**config.mk**
```make
export PLATFORM = sky130hd
export DESIGN_NAME = operand_address_generator
export DESIGN_NICKNAME = d
export VERILOG_FILES = /design/src/oag_pkg.sv /design/src/oag_mem_if.sv /design/src/oag_adder.sv /design/src/operand_address_generator.sv
export SDC_FILE = /design/constraint.sdc
export NUM_CORES = 1
export LEC_CHECK = 0
export ABC_AREA = 0
export BUFFER_PORTS_ARGS = -buffer_cell sky130_fd_sc_hd__buf_2
export CORE_UTILIZATION = 61
export CTS_CLUSTER_DIAMETER = 120
export DETAILED_ROUTE_END_ITERATION = 12
export PLACE_DENSITY = 0.88
export REMOVE_ABC_BUFFERS = 1
export SLEW_MARGIN = 20
export SYNTH_ARGS = -nofsm -noshare
export SYNTH_HDL_FRONTEND = slang
export SYNTH_SLANG_ARGS = --single-unit
export TNS_END_PERCENT = 5
```
**constraint.sdc**
```tcl
create_clock -name clock -period 4 [get_ports clock]
set_input_delay 0.8 -clock clock [delete_from_list [all_inputs] [get_ports clock]]
set_output_delay 0.8 -clock clock [all_outputs]
set_load 0.005 [all_outputs]
```
**src/oag_pkg.sv**
```systemverilog
/*
  Shared constants and types for the operand address generator.
  Assumes a 16-bit byte-addressed memory and an 8-bit displacement field.
*/
package oag_pkg;

  localparam int ADDR_W = 16;
  localparam int DISP_W = 8;
  localparam logic [15:0] ADDR_RST = 16'h0000;
  localparam logic [15:0] ZERO_EXT = 16'h0000;

  // ****************************************************************
  // Addressing classes and modes
  // ****************************************************************
  typedef enum logic [1:0] {
    class_0,
    class_0p,
    class_1,
    class_2
  } addr_class_t;

  typedef enum logic [2:0] {
    direct_local,
    indirect_local,
    indirect_local_indexed,
    direct_common,
    indirect_common_indexed,
    immediate,
    immediate_indexed,
    relative_forward
  } mode_t;

  // Class 2 reuses codes: relative_backward and indirect_common_branch
  localparam logic [2:0] MODE_RELATIVE_BACKWARD      = 3'h6;
  localparam logic [2:0] MODE_INDIRECT_COMMON_BRANCH = 3'h4;

  typedef enum logic [2:0] {
    st_idle,
    st_ptr_req,
    st_ptr_wait,
    st_done,
    st_fault
  } state_t;

endpackage

```
**src/oag_mem_if.sv**
```systemverilog
/*
  Adder operands and sum between the generator and its adder.
  Assumes one clock domain.
*/
interface oag_mem_if;
  logic [15:0] base;
  logic [15:0] offs;
  logic [15:0] extra;
  logic [15:0] sum;
  modport ctl (output base, output offs, output extra, input sum);
  modport alu (input base, input offs, input extra, output sum);
endinterface

```
**src/oag_adder.sv**
```systemverilog
/*
  Three-operand 16-bit address adder, wraps modulo 2^16.
  Assumes operands are already zero-extended.
*/
module oag_adder (
  oag_mem_if.alu m  // Operand carrier
);
  wire [17:0] full_sum;

  assign full_sum = {2'b00, m.base} + {2'b00, m.offs} + {2'b00, m.extra};
  assign m.sum    = full_sum[15:0];
endmodule

```
**src/operand_address_generator.sv**
```systemverilog
/*
  Operand and branch-target address generator.
  Holds a small fetch sequencer for pointer-based modes.
  Assumes the decoder holds its inputs stable from start until done,
  and the memory side answers a pointer request with ptr_valid.
  Direct modes finish two edges after start; pointer modes finish
  two edges after the pointer answer is taken.
  Illegal class/mode pairs give a one-cycle fault and no result.
*/
module operand_address_generator (
  input  wire logic        clock,      // 10 MHz processor clock
  input  wire logic        rstn,       // Asynchronous reset, active low
  input  wire logic        start,      // One-cycle request from decoder
  input  wire logic [1:0]  addr_class, // Addressing class
  input  wire logic [2:0]  mode,       // Mode within class
  input  wire logic [7:0]  disp,       // Displacement field
  input  wire logic [15:0] local_base, // Local segment base
  input  wire logic [15:0] common_base,// Common segment base
  input  wire logic [15:0] ptr_base,   // Common pointer base
  input  wire logic [15:0] index_reg,  // Index register
  input  wire logic [15:0] prog_loc,   // Program location
  output logic             ptr_req,    // Pointer fetch request
  output logic [15:0]      ptr_addr,   // Pointer fetch address
  input  wire logic        ptr_valid,  // Pointer data valid
  input  wire logic [15:0] ptr_data,   // Fetched pointer
  output logic             done,       // Result valid pulse
  output logic             is_operand, // Result is an operand value
  output logic             fault,      // Illegal mode pulse
  output logic [15:0]      result      // Address or operand
);

  // ****************************************************************
  // Helpers
  // ****************************************************************
  function automatic logic [15:0] zext(input logic [7:0] b);
    zext = {8'h00, b};
  endfunction

  function automatic logic [15:0] twice(input logic [7:0] b);
    twice = {7'h00, b, 1'b0};
  endfunction

  oag_mem_if am ();

  oag_adder u_add (
    .m (am)
  );

  oag_pkg::state_t state_ff;
  oag_pkg::state_t nxt_state;
  logic [15:0]     result_ff;
  logic [15:0]     nxt_result;
  logic            oper_ff;
  logic            nxt_oper;
  logic [15:0]     paddr_ff;
  logic [15:0]     nxt_paddr;
  logic [15:0]     pdata_ff;
  logic [15:0]     nxt_pdata;

  // ****************************************************************
  // Mode decode
  // ****************************************************************
  wire c0  = addr_class == 2'(oag_pkg::class_0);
  wire c0p = addr_class == 2'(oag_pkg::class_0p);
  wire c1  = addr_class == 2'(oag_pkg::class_1);
  wire c2  = addr_class == 2'(oag_pkg::class_2);
  wire c0a = c0 | c0p;

  wire m_dl  = mode == 3'(oag_pkg::direct_local);
  wire m_il  = mode == 3'(oag_pkg::indirect_local);
  wire m_ilx = mode == 3'(oag_pkg::indirect_local_indexed);
  wire m_dg  = mode == 3'(oag_pkg::direct_common);
  wire m_igx = mode == 3'(oag_pkg::indirect_common_indexed);
  wire m_imm = mode == 3'(oag_pkg::immediate);
  wire m_px  = mode == 3'(oag_pkg::immediate_indexed);
  wire m_rp  = mode == 3'(oag_pkg::relative_forward);
  wire m_rm  = mode == oag_pkg::MODE_RELATIVE_BACKWARD;
  wire m_ig  = mode == oag_pkg::MODE_INDIRECT_COMMON_BRANCH;

  // ****************************************************************
  // Legal mode table
  // ****************************************************************
  // Class 2 shares codes with class 0: code 1 is the local pointer
  // branch and code 4 the common pointer branch, so the class bits
  // must qualify every mode test below.

  // Class 0 six modes; 0' drops immediate
  wire ok_c0  = c0 & (m_dl | m_il | m_ilx | m_dg | m_igx | m_imm);
  wire ok_c0p = c0p & (m_dl | m_il | m_ilx | m_dg | m_igx);
  wire ok_c1  = c1 & (m_imm | m_px | m_dl);
  wire ok_c2  = c2 & (m_rp | m_rm | m_il | m_ig);
  wire legal  = ok_c0 | ok_c0p | ok_c1 | ok_c2;

  // Pointer fetch needed
  wire needs_ptr = (c0a & (m_il | m_ilx | m_igx)) | (c2 & (m_il | m_ig));
  // Pointer located via common segment
  wire via_common = (c0a & m_igx) | (c2 & m_ig);

  // ****************************************************************
  // Direct computation (no fetch)
  // ****************************************************************
  wire [15:0] dl_addr = local_base + zext(disp);
  wire [15:0] dg_addr = common_base + zext(disp);
  wire [15:0] fwd     = prog_loc + twice(disp);
  wire [15:0] bwd     = prog_loc - twice(disp);
  wire [15:0] px_val  = zext(disp) + index_reg;

  logic [15:0] direct_val;
  logic        direct_oper;
  always_comb begin
    direct_val  = dl_addr;
    direct_oper = 1'b0;
    if (c0a & m_dg) begin
      direct_val = dg_addr;
    end else if ((c0 | c1) & m_imm) begin
      direct_val  = zext(disp);
      direct_oper = 1'b1;
    end else if (c1 & m_px) begin
      direct_val  = px_val;
      direct_oper = 1'b1;
    end else if (c2 & m_rp) begin
      direct_val = fwd;
    end else if (c2 & m_rm) begin
      direct_val = bwd;
    end
  end

  // ****************************************************************
  // Pointer address select
  // ****************************************************************
  // Pointer lives in the common segment for the common-based modes
  wire [15:0] ptr_loc = via_common ? dg_addr : dl_addr;

  // ****************************************************************
  // Final sum after pointer fetch
  // ****************************************************************
  wire idx_mode = c0a & (m_ilx | m_igx);
  assign am.offs  = pdata_ff;
  assign am.base  = (c0a & m_igx) ? common_base : ptr_base;
  assign am.extra = idx_mode ? index_reg : oag_pkg::ZERO_EXT;

  // ****************************************************************
  // Sequencer
  // ****************************************************************
  always_comb begin
    nxt_state  = state_ff;
    nxt_result = result_ff;
    nxt_oper   = oper_ff;
    nxt_paddr  = paddr_ff;
    nxt_pdata  = pdata_ff;
    case (state_ff)
      oag_pkg::st_idle: begin
        if (start) begin
          if (!legal) begin
            nxt_state = oag_pkg::st_fault;
          end else if (needs_ptr) begin
            nxt_paddr = ptr_loc;
            nxt_state = oag_pkg::st_ptr_req;
          end else begin
            nxt_result = direct_val;
            nxt_oper   = direct_oper;
            nxt_state  = oag_pkg::st_done;
          end
        end
      end
      // Request stands for exactly one cycle
      oag_pkg::st_ptr_req: begin
        nxt_state = oag_pkg::st_ptr_wait;
      end
      // Wait as long as the memory side needs
      oag_pkg::st_ptr_wait: begin
        if (ptr_valid) begin
          nxt_pdata = ptr_data;
          nxt_state = oag_pkg::st_done;
        end
      end
      oag_pkg::st_done: begin
        nxt_state = oag_pkg::st_idle;
      end
      oag_pkg::st_fault: begin
        nxt_state = oag_pkg::st_idle;
      end
      default: begin
        nxt_state = oag_pkg::st_idle;
      end
    endcase
  end

  // ****************************************************************
  // Registers
  // ****************************************************************
  // Pointer sum is taken one edge after the pointer is captured
  wire  fetch_done = state_ff == oag_pkg::st_ptr_wait && ptr_valid;
  logic sum_pending_ff;

  // Indirect results take the adder output instead of the direct value
  wire [15:0] result_in = sum_pending_ff ? am.sum : nxt_result;
  wire        oper_in   = sum_pending_ff ? 1'b0 : nxt_oper;

  // Sequencer state
  always_ff @(posedge clock or negedge rstn) begin
    if (!rstn) begin
      state_ff <= oag_pkg::st_idle;
    end else begin
      state_ff <= nxt_state;
    end
  end

  // Result word, stands until the next result
  always_ff @(posedge clock or negedge rstn) begin
    if (!rstn) begin
      result_ff <= oag_pkg::ADDR_RST;
    end else begin
      result_ff <= result_in;
    end
  end

  // Operand flag, follows the result word
  always_ff @(posedge clock or negedge rstn) begin
    if (!rstn) begin
      oper_ff <= 1'b0;
    end else begin
      oper_ff <= oper_in;
    end
  end

  // Pointer fetch address
  always_ff @(posedge clock or negedge rstn) begin
    if (!rstn) begin
      paddr_ff <= oag_pkg::ADDR_RST;
    end else begin
      paddr_ff <= nxt_paddr;
    end
  end

  // Captured pointer word
  always_ff @(posedge clock or negedge rstn) begin
    if (!rstn) begin
      pdata_ff <= oag_pkg::ADDR_RST;
    end else begin
      pdata_ff <= nxt_pdata;
    end
  end

  // Marks the cycle in which the pointer sum is loaded
  always_ff @(posedge clock or negedge rstn) begin
    if (!rstn) begin
      sum_pending_ff <= 1'b0;
    end else begin
      sum_pending_ff <= fetch_done;
    end
  end

  // ****************************************************************
  // Result strobe
  // ****************************************************************
  // Indirect results: done rises on the same edge that loads the sum
  wire  done_in = (state_ff == oag_pkg::st_done) || sum_pending_ff;
  logic done_ff;

  always_ff @(posedge clock or negedge rstn) begin
    if (!rstn) begin
      done_ff <= 1'b0;
    end else begin
      done_ff <= done_in;
    end
  end

  // ****************************************************************
  // Outputs
  // ****************************************************************
  assign ptr_req    = state_ff == oag_pkg::st_ptr_req;
  assign ptr_addr   = paddr_ff;
  assign done       = done_ff;
  assign is_operand = oper_ff;
  assign fault      = state_ff == oag_pkg::st_fault;
  assign result     = result_ff;

endmodule

```
==> metrics.json, run 1 <==
{
  "synth.avg_cell_area": {"value": 7.96, "unit": "µm²"},
  "tns": {"value": 0, "unit": "ns"},
  "worst_setup_hold_path_clk_slew": {"value": 0.11, "unit": "ns"},
  "via_per_inst": {"value": 6.24},
  "worstSkewPairLatency": {"value": 0.33, "unit": "ns"},
  "placement.setup.worst_slack": {"value": -0.175, "unit": "ns"},
  "maximum_clock_rate": {"value": 257, "unit": "MHz"},
  "synth.lib_cells_used.distinct": {"value": 65},
  "core_region_area": {"value": 10400, "unit": "µm²"},
  "die_footprint": {"value": 11300, "unit": "µm²"},
  "layout_common_cells": {"value": "148 x sky130_fd_sc_hd__buf_2, 90 x sky130_fd_sc_hd__nand2_1, 72 x sky130_fd_sc_hd__o21ai_0"},
  "number_of_drc_markers_in_iteration_0": {"value": 869},
  "postSynth.asyncResetShare": {"value": 100, "unit": "%"},
  "worst_hold_path_type": {"value": "reg2reg"},
  "max_cap_viol_count": {"value": 0},
  "timing_worst_setup_path_type": {"value": "in2reg"},
  "power_frac_comb": {"value": 63.7, "unit": "%"},
  "synthToLayoutAreaGrowth": {"value": 18.2, "unit": "%"},
  "detail-route-antenna-nets": {"value": 0},
  "cts_sinks": {"value": 54},
  "global_route_wire_length_before_repair": {"value": 32300, "unit": "µm"},
  "worst-path-buf-inv": {"value": 4},
  "crit_path_top_delay_cell": {"value": "sky130_fd_sc_hd__fa_1"},
  "final_util": {"value": 75.4, "unit": "%"},
  "ctsHtreeMaxLevel": {"value": 2},
  "synth-warning-count": {"value": 0},
  "most_common_cell_after_layout_fill_and_taps_aside": {"value": "sky130_fd_sc_hd__buf_2"},
  "tritoncts_clock_tree": {"value": "done"},
  "cp-end-kind": {"value": "flop"},
  "via_count": {"value": 7024},
  "clk_root_buffer_cell": {"value": "sky130_fd_sc_hd__clkbuf_8"},
  "initial_antenna_violation_count": {"value": 0},
  "p_sw": {"value": 1610, "unit": "µW"},
  "grt_overflow": {"value": 0},
  "grt_start_max_net_pins": {"value": 42},
  "drt_drc_violations_left": {"value": 0},
  "timing.final.setup_violations": {"value": 0},
  "n_antenna_cell": {"value": 0},
  "crit_arrival": {"value": 4.11, "unit": "ns"},
  "first_pass_iters": {"value": 6},
  "clkPwrFrac": {"value": 9.3, "unit": "%"},
  "die_h": {"value": 106, "unit": "µm"},
  "post_drt_wl_per_cell": {"value": 17.8, "unit": "µm"},
  "synth_top_flop_cell": {"value": "sky130_fd_sc_hd__dfrtp_1"},
  "wl": {"value": 20100, "unit": "µm"},
  "cts_hold_buffers": {"value": 0},
  "clk_path_buf_depth": {"value": 2},
  "critical_path.startpoint_type": {"value": "input pin"},
  "worst_ep_required_time": {"value": 4.22, "unit": "ns"},
  "synth.yosys.seq_area_share": {"value": 20.4, "unit": "%"},
  "cts_setup_buffers": {"value": 0},
  "worst_setup_margin": {"value": 0.113, "unit": "ns"},
  "total_leakage_power": {"value": 0.00372, "unit": "µW"},
  "io_buffer_count": {"value": 148},
  "ir_drop": {"value": 377, "unit": "µV"},
  "worstPathMaxFanout": {"value": 10},
  "row_count": {"value": 37},
  "p_seq_share": {"value": 27.0, "unit": "%"},
  "cell_chain_of_the_critical_path": {"value": "buf_2 > buf_4 > xnor2_1 > nor3_2 > buf_4 > nand2_1 > fa_1 > inv_1 > ha_1 > a21o_1 > a21oi_1 > nor2b_1 > o21ai_0 > a21o_1 > o2111ai_1 > xnor2_1 > a221oi_1"},
  "synth_area": {"value": 6640, "unit": "µm²"},
  "timing_hold_violations_final": {"value": 0},
  "fill_cells": {"value": 797},
  "cellInternalPower": {"value": 2010, "unit": "µW"},
  "start_util": {"value": 63.7, "unit": "%"},
  "timing.final.crit_period": {"value": 3.89, "unit": "ns"},
  "first_global_vias": {"value": 6725},
  "synth-seq-cells": {"value": 54},
  "dpl_hpwl": {"value": 16000, "unit": "µm"},
  "layout_worst_path_cycle_share": {"value": 97.2, "unit": "%"},
  "fin_nets": {"value": 1176},
  "drv_slew": {"value": 0},
  "run_status": {"value": "complete, no violations"},
  "timing.slew.headroom": {"value": 33.9, "unit": "%"},
  "cell_family_with_most_cp_delay": {"value": "compound AO/OA/AOI/OAI gates"},
  "synth_edf_count": {"value": 0},
  "die_width": {"value": 106, "unit": "µm"},
  "boundaryPins": {"value": 149},
  "groute.usage.overall": {"value": 36.2, "unit": "%"},
  "fraction_of_final_layout_cells_with_drive_strength_greater_than_1": {"value": 23.1, "unit": "%"},
  "p_sw_share": {"value": 44.5, "unit": "%"},
  "power-per-cell-area": {"value": 461, "unit": "nW/µm²"},
  "slowest_stage_delay_on_critical_path": {"value": 0.54, "unit": "ns"},
  "worstMarginPinSlew": {"value": 0.991, "unit": "ns"},
  "number_of_clock_buffers_inserted_by_tritoncts": {"value": 5},
  "synthesis.instances": {"value": 834},
  "worst_clock_skew": {"value": 0.00621, "unit": "ns"},
  "placer_s_final_routability_congestion_estimate": {"value": 0.929}
}
==> through the flow <==
stage / hold slack (ns) / total power, µW / cells / area [µm²]
floorplan: 0.473 / 2370 / 791 / 6470
global placement: 0.457 / 3140 / 1117 / 7740
detailed placement: 0.474 / 3220 / 1117 / 7740
CTS: 0.500 / 3570 / 1125 / 7830
global route: 0.527 / 3920 / 1125 / 7850
finish: 0.497 / 3620 / 1125 / 7850
==> sequential cells by signal (all words and copies together), names as in the netlist <==
name,flops
am.offs,16
done,1
is_operand,1
ptr_addr,16
result,16
state_ff,3
sum_pending_ff,1
==> per-layer routing <==
| metal | global-route usage [%] | up-vias | share of wire [%] |
|---|---|---|---|
| met5 | 0 | - | 0 |
| met4 | 14.8 | 0 | 3.8 |
| met2 | 59.0 | 433 | 46 |
| met1 | 48.3 | 3240 | 40 |
| met3 | 5.09 | 73 | 9.9 |
| li1 | - | 3278 | - |
==> path summary, 6_finish.rpt <==
check,endpoint,slack (ns),cells past startpoint,start
max,result[14]$_DFFE_PN0P_,0.11,17,mode[1]
min,ptr_addr[0]$_DFFE_PN0P_,0.50,2,ptr_addr[0]$_DFFE_PN0P_
max reg2reg,result[14]$_DFFE_PN0P_,1.01,12,am.offs[2]$_DFFE_PN0P_
min reg2reg,ptr_addr[0]$_DFFE_PN0P_,0.50,2,ptr_addr[0]$_DFFE_PN0P_
max in group asynchronous,result[4]$_DFFE_PN0P_,2.58,2,rstn
min in group asynchronous,result[1]$_DFFE_PN0P_,0.62,1,rstn
==> cells in the mapped netlist, types with 3 or more instances <==
master / count / area share [%]
sky130_fd_sc_hd__nand2_1: 90 / 5.1
sky130_fd_sc_hd__o21ai_0: 73 / 5.5
sky130_fd_sc_hd__inv_1: 65 / 3.7
sky130_fd_sc_hd__dfrtp_1: 54 / 20
sky130_fd_sc_hd__ha_1: 54 / 10
sky130_fd_sc_hd__nor2_1: 48 / 2.7
sky130_fd_sc_hd__a21oi_1: 46 / 3.5
sky130_fd_sc_hd__xnor2_1: 39 / 5.1
sky130_fd_sc_hd__clkbuf_1: 38 / 2.1
sky130_fd_sc_hd__xor2_1: 27 / 3.6
sky130_fd_sc_hd__mux2i_1: 23 / 3.5
sky130_fd_sc_hd__fa_1: 21 / 6.3
sky130_fd_sc_hd__nand2b_1: 21 / 2.0
sky130_fd_sc_hd__nor3_1: 19 / 1.4
sky130_fd_sc_hd__a211oi_1: 16 / 1.8
sky130_fd_sc_hd__a21o_1: 14 / 1.6
sky130_fd_sc_hd__nor2b_1: 14 / 1.3
sky130_fd_sc_hd__nand3_1: 13 / 0.98
sky130_fd_sc_hd__and3_1: 12 / 1.1
sky130_fd_sc_hd__mux2_2: 12 / 2.0
sky130_fd_sc_hd__a221oi_1: 11 / 1.5
sky130_fd_sc_hd__a31oi_1: 10 / 0.94
sky130_fd_sc_hd__o31ai_1: 10 / 1.1
sky130_fd_sc_hd__o21a_1: 9 / 1.0
sky130_fd_sc_hd__o221ai_1: 8 / 1.1
sky130_fd_sc_hd__o22ai_1: 8 / 0.75
sky130_fd_sc_hd__and2_1: 7 / 0.66
sky130_fd_sc_hd__nand4_1: 5 / 0.47
sky130_fd_sc_hd__o211ai_1: 5 / 0.57
sky130_fd_sc_hd__a221o_1: 4 / 0.60
sky130_fd_sc_hd__a22oi_1: 4 / 0.45
sky130_fd_sc_hd__nor3b_1: 4 / 0.45
sky130_fd_sc_hd__a2111oi_0: 3 / 0.40
sky130_fd_sc_hd__and4_1: 3 / 0.40
sky130_fd_sc_hd__o2111ai_1: 3 / 0.40
sky130_fd_sc_hd__o21bai_1: 3 / 0.34
sky130_fd_sc_hd__or3_1: 3 / 0.28
==> layout make-up <==
class                   count  area [µm²]  share of cell area, %
flip-flops and latches     54        1350                   17.2
multi-input cells         672        4910                   62.5
repair buffers            190        1080                   13.8
clock buffers               5        68.8                  0.877
well taps                 136         170                   2.17
inverters                  65         244                   3.11
clock inverters             3        23.8                  0.303
==> worst register-to-register path: stages (launching register included) <==
cell,delay (ns)
sky130_fd_sc_hd__dfrtp_1,0.35
sky130_fd_sc_hd__inv_1,0.06
sky130_fd_sc_hd__fa_1,0.59
sky130_fd_sc_hd__inv_1,0.07
sky130_fd_sc_hd__ha_1,0.30
sky130_fd_sc_hd__a21o_1,0.16
sky130_fd_sc_hd__a21oi_1,0.19
sky130_fd_sc_hd__nor2b_1,0.08
sky130_fd_sc_hd__o21ai_0,0.23
sky130_fd_sc_hd__a21o_1,0.22
sky130_fd_sc_hd__o2111ai_1,0.16
sky130_fd_sc_hd__xnor2_1,0.17
sky130_fd_sc_hd__a221oi_1,0.32
==> power by group through the flow <==
stage / registers [µW] / clock network [µW] / logic [µW]
after floorplan: 979 / 0 / 1390
after global placement: 973 / 0 / 2160
after detailed placement: 983 / 0 / 2240
after CTS: 971 / 337 / 2260
after global routing: 1000 / 361 / 2560
final: 976 / 338 / 2310
==> cell families (layout without fill, tap and decap cells) <==
logic type      count (synthesis)  count (layout)  share of synthesized area, %
xor+xnor                       66              66                          8.71
flops                          54              54                          20.4
buf+inv                       108             263                          6.26
fa+ha+maj                      75              75                          16.5
mux                            35              35                          5.50
compound gates                245             245                          24.1
simple gates                  251             251                          18.5
==> what timing repair did <==
action,CTS,global route
resized for setup,0,5
endpoints found under the hold margin,0,0
endpoints found under the setup margin,0,1
Note: power is estimated with default switching activity, not from simulation.
==> run 2, diff against run 1 <==
--- a/config.mk
+++ b/config.mk
@@ -7,6 +7,8 @@
 export LEC_CHECK = 0
 export ABC_AREA = 0
 export BUFFER_PORTS_ARGS = -buffer_cell sky130_fd_sc_hd__buf_2
+export CORE_ASPECT_RATIO = 1.75
+export CORE_MARGIN = 10
 export CORE_UTILIZATION = 61
 export CTS_CLUSTER_DIAMETER = 120
 export DETAILED_ROUTE_END_ITERATION = 12
==> metrics.json, run 2 (same netlist as run 1, synthesis figures left out) <==
{
  "run_status": {"value": "complete, no violations"},
  "worst_ep_required_time": {"value": 4.19, "unit": "ns", "change": "-0.03 ns"},
  "worstPathMaxFanout": {"value": 6, "change": "-4"},
  "layout_worst_path_cycle_share": {"value": 98.6, "unit": "%", "change": "+1.5 points"},
  "first_pass_iters": {"value": 5, "change": "-1"},
  "die_h": {"value": 158, "unit": "µm", "change": "+49%"},
  "worst_hold_path_type": {"value": "reg2reg"},
  "fraction_of_final_layout_cells_with_drive_strength_greater_than_1": {"value": 23.5, "unit": "%", "change": "+0.48 points"},
  "via_per_inst": {"value": 6.27, "change": "+0.36%"},
  "via_count": {"value": 7018, "change": "-0.085%"},
  "grt_overflow": {"value": 0, "change": "unchanged"},
  "io_buffer_count": {"value": 148, "change": "unchanged"},
  "cp-end-kind": {"value": "flop"},
  "core_region_area": {"value": 10700, "unit": "µm²", "change": "+2.7%"},
  "crit_arrival": {"value": 4.14, "unit": "ns", "change": "+0.03 ns"},
  "fill_cells": {"value": 872, "change": "+9.4%"},
  "initial_antenna_violation_count": {"value": 0, "change": "unchanged"},
  "busiest_layer": {"value": "met2"},
  "reg2reg_setup_slack": {"value": 1.03, "unit": "ns", "change": "+0.02 ns"},
  "cts_sinks": {"value": 54, "change": "unchanged"},
  "timing_hold_violations_final": {"value": 0, "change": "unchanged"},
  "synthToLayoutAreaGrowth": {"value": 19.3, "unit": "%"},
  "die_footprint": {"value": 15600, "unit": "µm²", "change": "+38%"},
  "row_count": {"value": 50, "change": "+35%"},
  "detail-route-antenna-nets": {"value": 0, "change": "unchanged"},
  "rsz_0062_raised_after_global_routing": {"value": "true"},
  "number_of_clock_buffers_inserted_by_tritoncts": {"value": 5, "change": "unchanged"},
  "worst-r2r-cell-count": {"value": 15, "change": "+3"},
  "worstSkewPairLatency": {"value": 0.31, "unit": "ns", "change": "-0.02 ns"},
  "worstSetupStartpoint": {"value": "mode[1]"},
  "hold_path_startpoint": {"value": "ptr_addr[11]$_DFFE_PN0P_"},
  "clk_root_buffer_cell": {"value": "sky130_fd_sc_hd__clkbuf_16"},
  "holdWs": {"value": 0.482, "unit": "ns", "change": "-0.0148 ns"},
  "finish.instance_area": {"value": 7920, "unit": "µm²", "change": "+0.91%"},
  "placement.cell_area": {"value": 7730, "unit": "µm²", "change": "-0.16%"},
  "die_width": {"value": 98.9, "unit": "µm", "change": "-7.0%"},
  "boundaryPins": {"value": 149, "change": "unchanged"},
  "rr_startpoint": {"value": "am.offs[1]$_DFFE_PN0P_"},
  "dpl_hpwl": {"value": 18000, "unit": "µm", "change": "+13%"},
  "ir_drop": {"value": 342, "unit": "µV", "change": "-9.1%"},
  "clk_path_buf_depth": {"value": 2, "change": "unchanged"},
  "post_drt_wl_per_cell": {"value": 19.5, "unit": "µm", "change": "+9.5%"},
  "placer_s_final_routability_congestion_estimate": {"value": 0.963, "change": "+3.6%"},
  "min_to": {"value": "ptr_addr[11]$_DFFE_PN0P_"},
  "hold_depth": {"value": 2, "change": "unchanged"},
  "fin_nets": {"value": 1177, "change": "+0.085%"},
  "drt_drc_violations_left": {"value": 0, "change": "unchanged"},
  "worstMarginPinSlew": {"value": 0.943, "unit": "ns", "change": "-0.0484 ns"},
  "ctsHtreeMaxLevel": {"value": 2, "change": "unchanged"},
  "timing.final.setup_violations": {"value": 0, "change": "unchanged"},
  "timing_worst_setup_path_type": {"value": "in2reg"},
  "reg2reg_to": {"value": "result[15]$_DFFE_PN0P_"},
  "drv_slew": {"value": 0, "change": "unchanged"},
  "first_global_vias": {"value": 7261, "change": "+8.0%"},
  "final-instance-count-excl-fill": {"value": 1120, "change": "-0.44%"},
  "slowest_stage_delay_on_critical_path": {"value": 0.44, "unit": "ns", "change": "-0.10 ns"},
  "cts_hold_buffers": {"value": 0, "change": "unchanged"},
  "start_util": {"value": 62.1, "unit": "%", "change": "-1.7 points"},
  "placed_cells": {"value": 1112, "change": "-0.45%"},
  "cell_chain_of_the_critical_path": {"value": "buf_2 > nand2b_4 > nor3_4 > buf_12 > mux2i_2 > fa_1 > inv_1 > ha_1 > inv_1 > fa_2 > nor2b_4 > o31ai_4 > a21oi_1 > buf_4 > a41o_1 > a31oi_2 > xnor2_1 > a21oi_1 > o21a_1"},
  "worst_setup_hold_path_clk_slew": {"value": 0.08, "unit": "ns", "change": "-0.03 ns"},
  "n_antenna_cell": {"value": 0, "change": "unchanged"},
  "crit_path_top_delay_cell": {"value": "sky130_fd_sc_hd__fa_1"},
  "power-per-cell-area": {"value": 481, "unit": "nW/µm²", "change": "+4.3%"},
  "critical_path.startpoint_type": {"value": "input pin"},
  "groute.usage.overall": {"value": 26.8, "unit": "%", "change": "-9.4 points"},
  "maximum_clock_rate": {"value": 253, "unit": "MHz", "change": "-1.5%"},
  "tritoncts_clock_tree": {"value": "done"},
  "most_common_cell_after_layout_fill_and_taps_aside": {"value": "sky130_fd_sc_hd__buf_2"},
  "gr-usage-met1": {"value": 28.3, "unit": "%", "change": "-20 points"},
  "layout_common_cells": {"value": "148 x sky130_fd_sc_hd__buf_2, 90 x sky130_fd_sc_hd__nand2_1, 70 x sky130_fd_sc_hd__o21ai_0"},
  "global_route_wire_length_before_repair": {"value": 34800, "unit": "µm", "change": "+7.6%"},
  "grt_use_met2": {"value": 48.6, "unit": "%", "change": "-10 points"},
  "max_cap_viol_count": {"value": 0, "change": "unchanged"},
  "timing.slew.headroom": {"value": 37.1, "unit": "%", "change": "+3.2 points"},
  "wl": {"value": 21900, "unit": "µm", "change": "+9.0%"},
  "grt_start_max_net_pins": {"value": 34, "change": "-19%"},
  "worst_clock_skew": {"value": 0.0136, "unit": "ns", "change": "+0.00742 ns"},
  "number_of_drc_markers_in_iteration_0": {"value": 540, "change": "-38%"},
  "total_leakage_power": {"value": 0.00377, "unit": "µW", "change": "+1.2%"},
  "timing.final.crit_period": {"value": 3.94, "unit": "ns", "change": "+0.0584 ns"},
  "tns": {"value": 0, "unit": "ns", "change": "unchanged"},
  "groute.layer.met3.usage": {"value": 4.98, "unit": "%", "change": "-0.11 points"}
}
run 2: cell types whose count changed in the layout (fill, tap and decap cells not counted), sizes merged:
cell      delta
buf          +1
clkinv       +2
clkinvlp     -1
inv          -1
run 2: critical path, delay by kind of cell:
family                     cells  cell delay, ns
xor gates and xnor gates       1            0.18
AOI/OAI and AO/OA              6            0.79
and+or+nand+nor                3            0.54
muxes                          1            0.24
buffers and inverters          5            0.57
adders and majority gates      3            1.00
run 2: routing by layer:
layer  up-vias  routed length (µm)
met3        99                1560
met4         0                1160
li1       3281                   -
met5         -                   0
met2       342               11300
met1      3296                7900
run 2: final cells by class:
class	count	area, µm²	share of cell area, %
clock buffers	5	125	1.58
inverters	65	244	3.08
clock inverters	3	21.3	0.269
repair buffers	191	1080	13.6
multi-input cells	672	4940	62.4
flip-flops and latches	54	1350	17.1
well taps	130	163	2.05
run 2: how the worst max path moves through the flow:
stage	slack, ns	endpoint
4_1_cts	0.02	result[15]$_DFFE_PN0P_
5_1_grt	-0.08	result[15]$_DFFE_PN0P_
2_1_floorplan	-0.55	result[15]$_DFFE_PN0P_
6_report	0.06	result[15]$_DFFE_PN0P_
3_3_place_gp	-0.20	result[15]$_DFFE_PN0P_
3_5_place_dp	-0.33	result[15]$_DFFE_PN0P_
run 2: report_power, final:
part | leakage (µW) | switching (µW) | total [µW] | internal [µW]
combinational | 0.00304 | 1270 | 2390 | 1120
sequential | 0.000656 | 149 | 961 | 812
clock | 0.0000698 | 226 | 459 | 233
total | 0.00377 | 1650 | 3810 | 2160
run 2: stage by stage:
step                      setup slack (ns)  utilization, %  power (µW)
after floorplan                     -0.547               -        2370
after global placement              -0.197            72.2        3170
after detailed placement            -0.327            72.2        3280
after CTS                           0.0189            73.7        3750
final                               0.0551            74.0        3810
after global routing               -0.0839            74.0        4130
run 2: what timing repair did:
action | 4_1_cts | 5_1_grt
buffers inserted | 0 | 0
gates resized for setup | 2 | 10
pin swaps | 0 | 3
setup endpoints to repair | 1 | 3
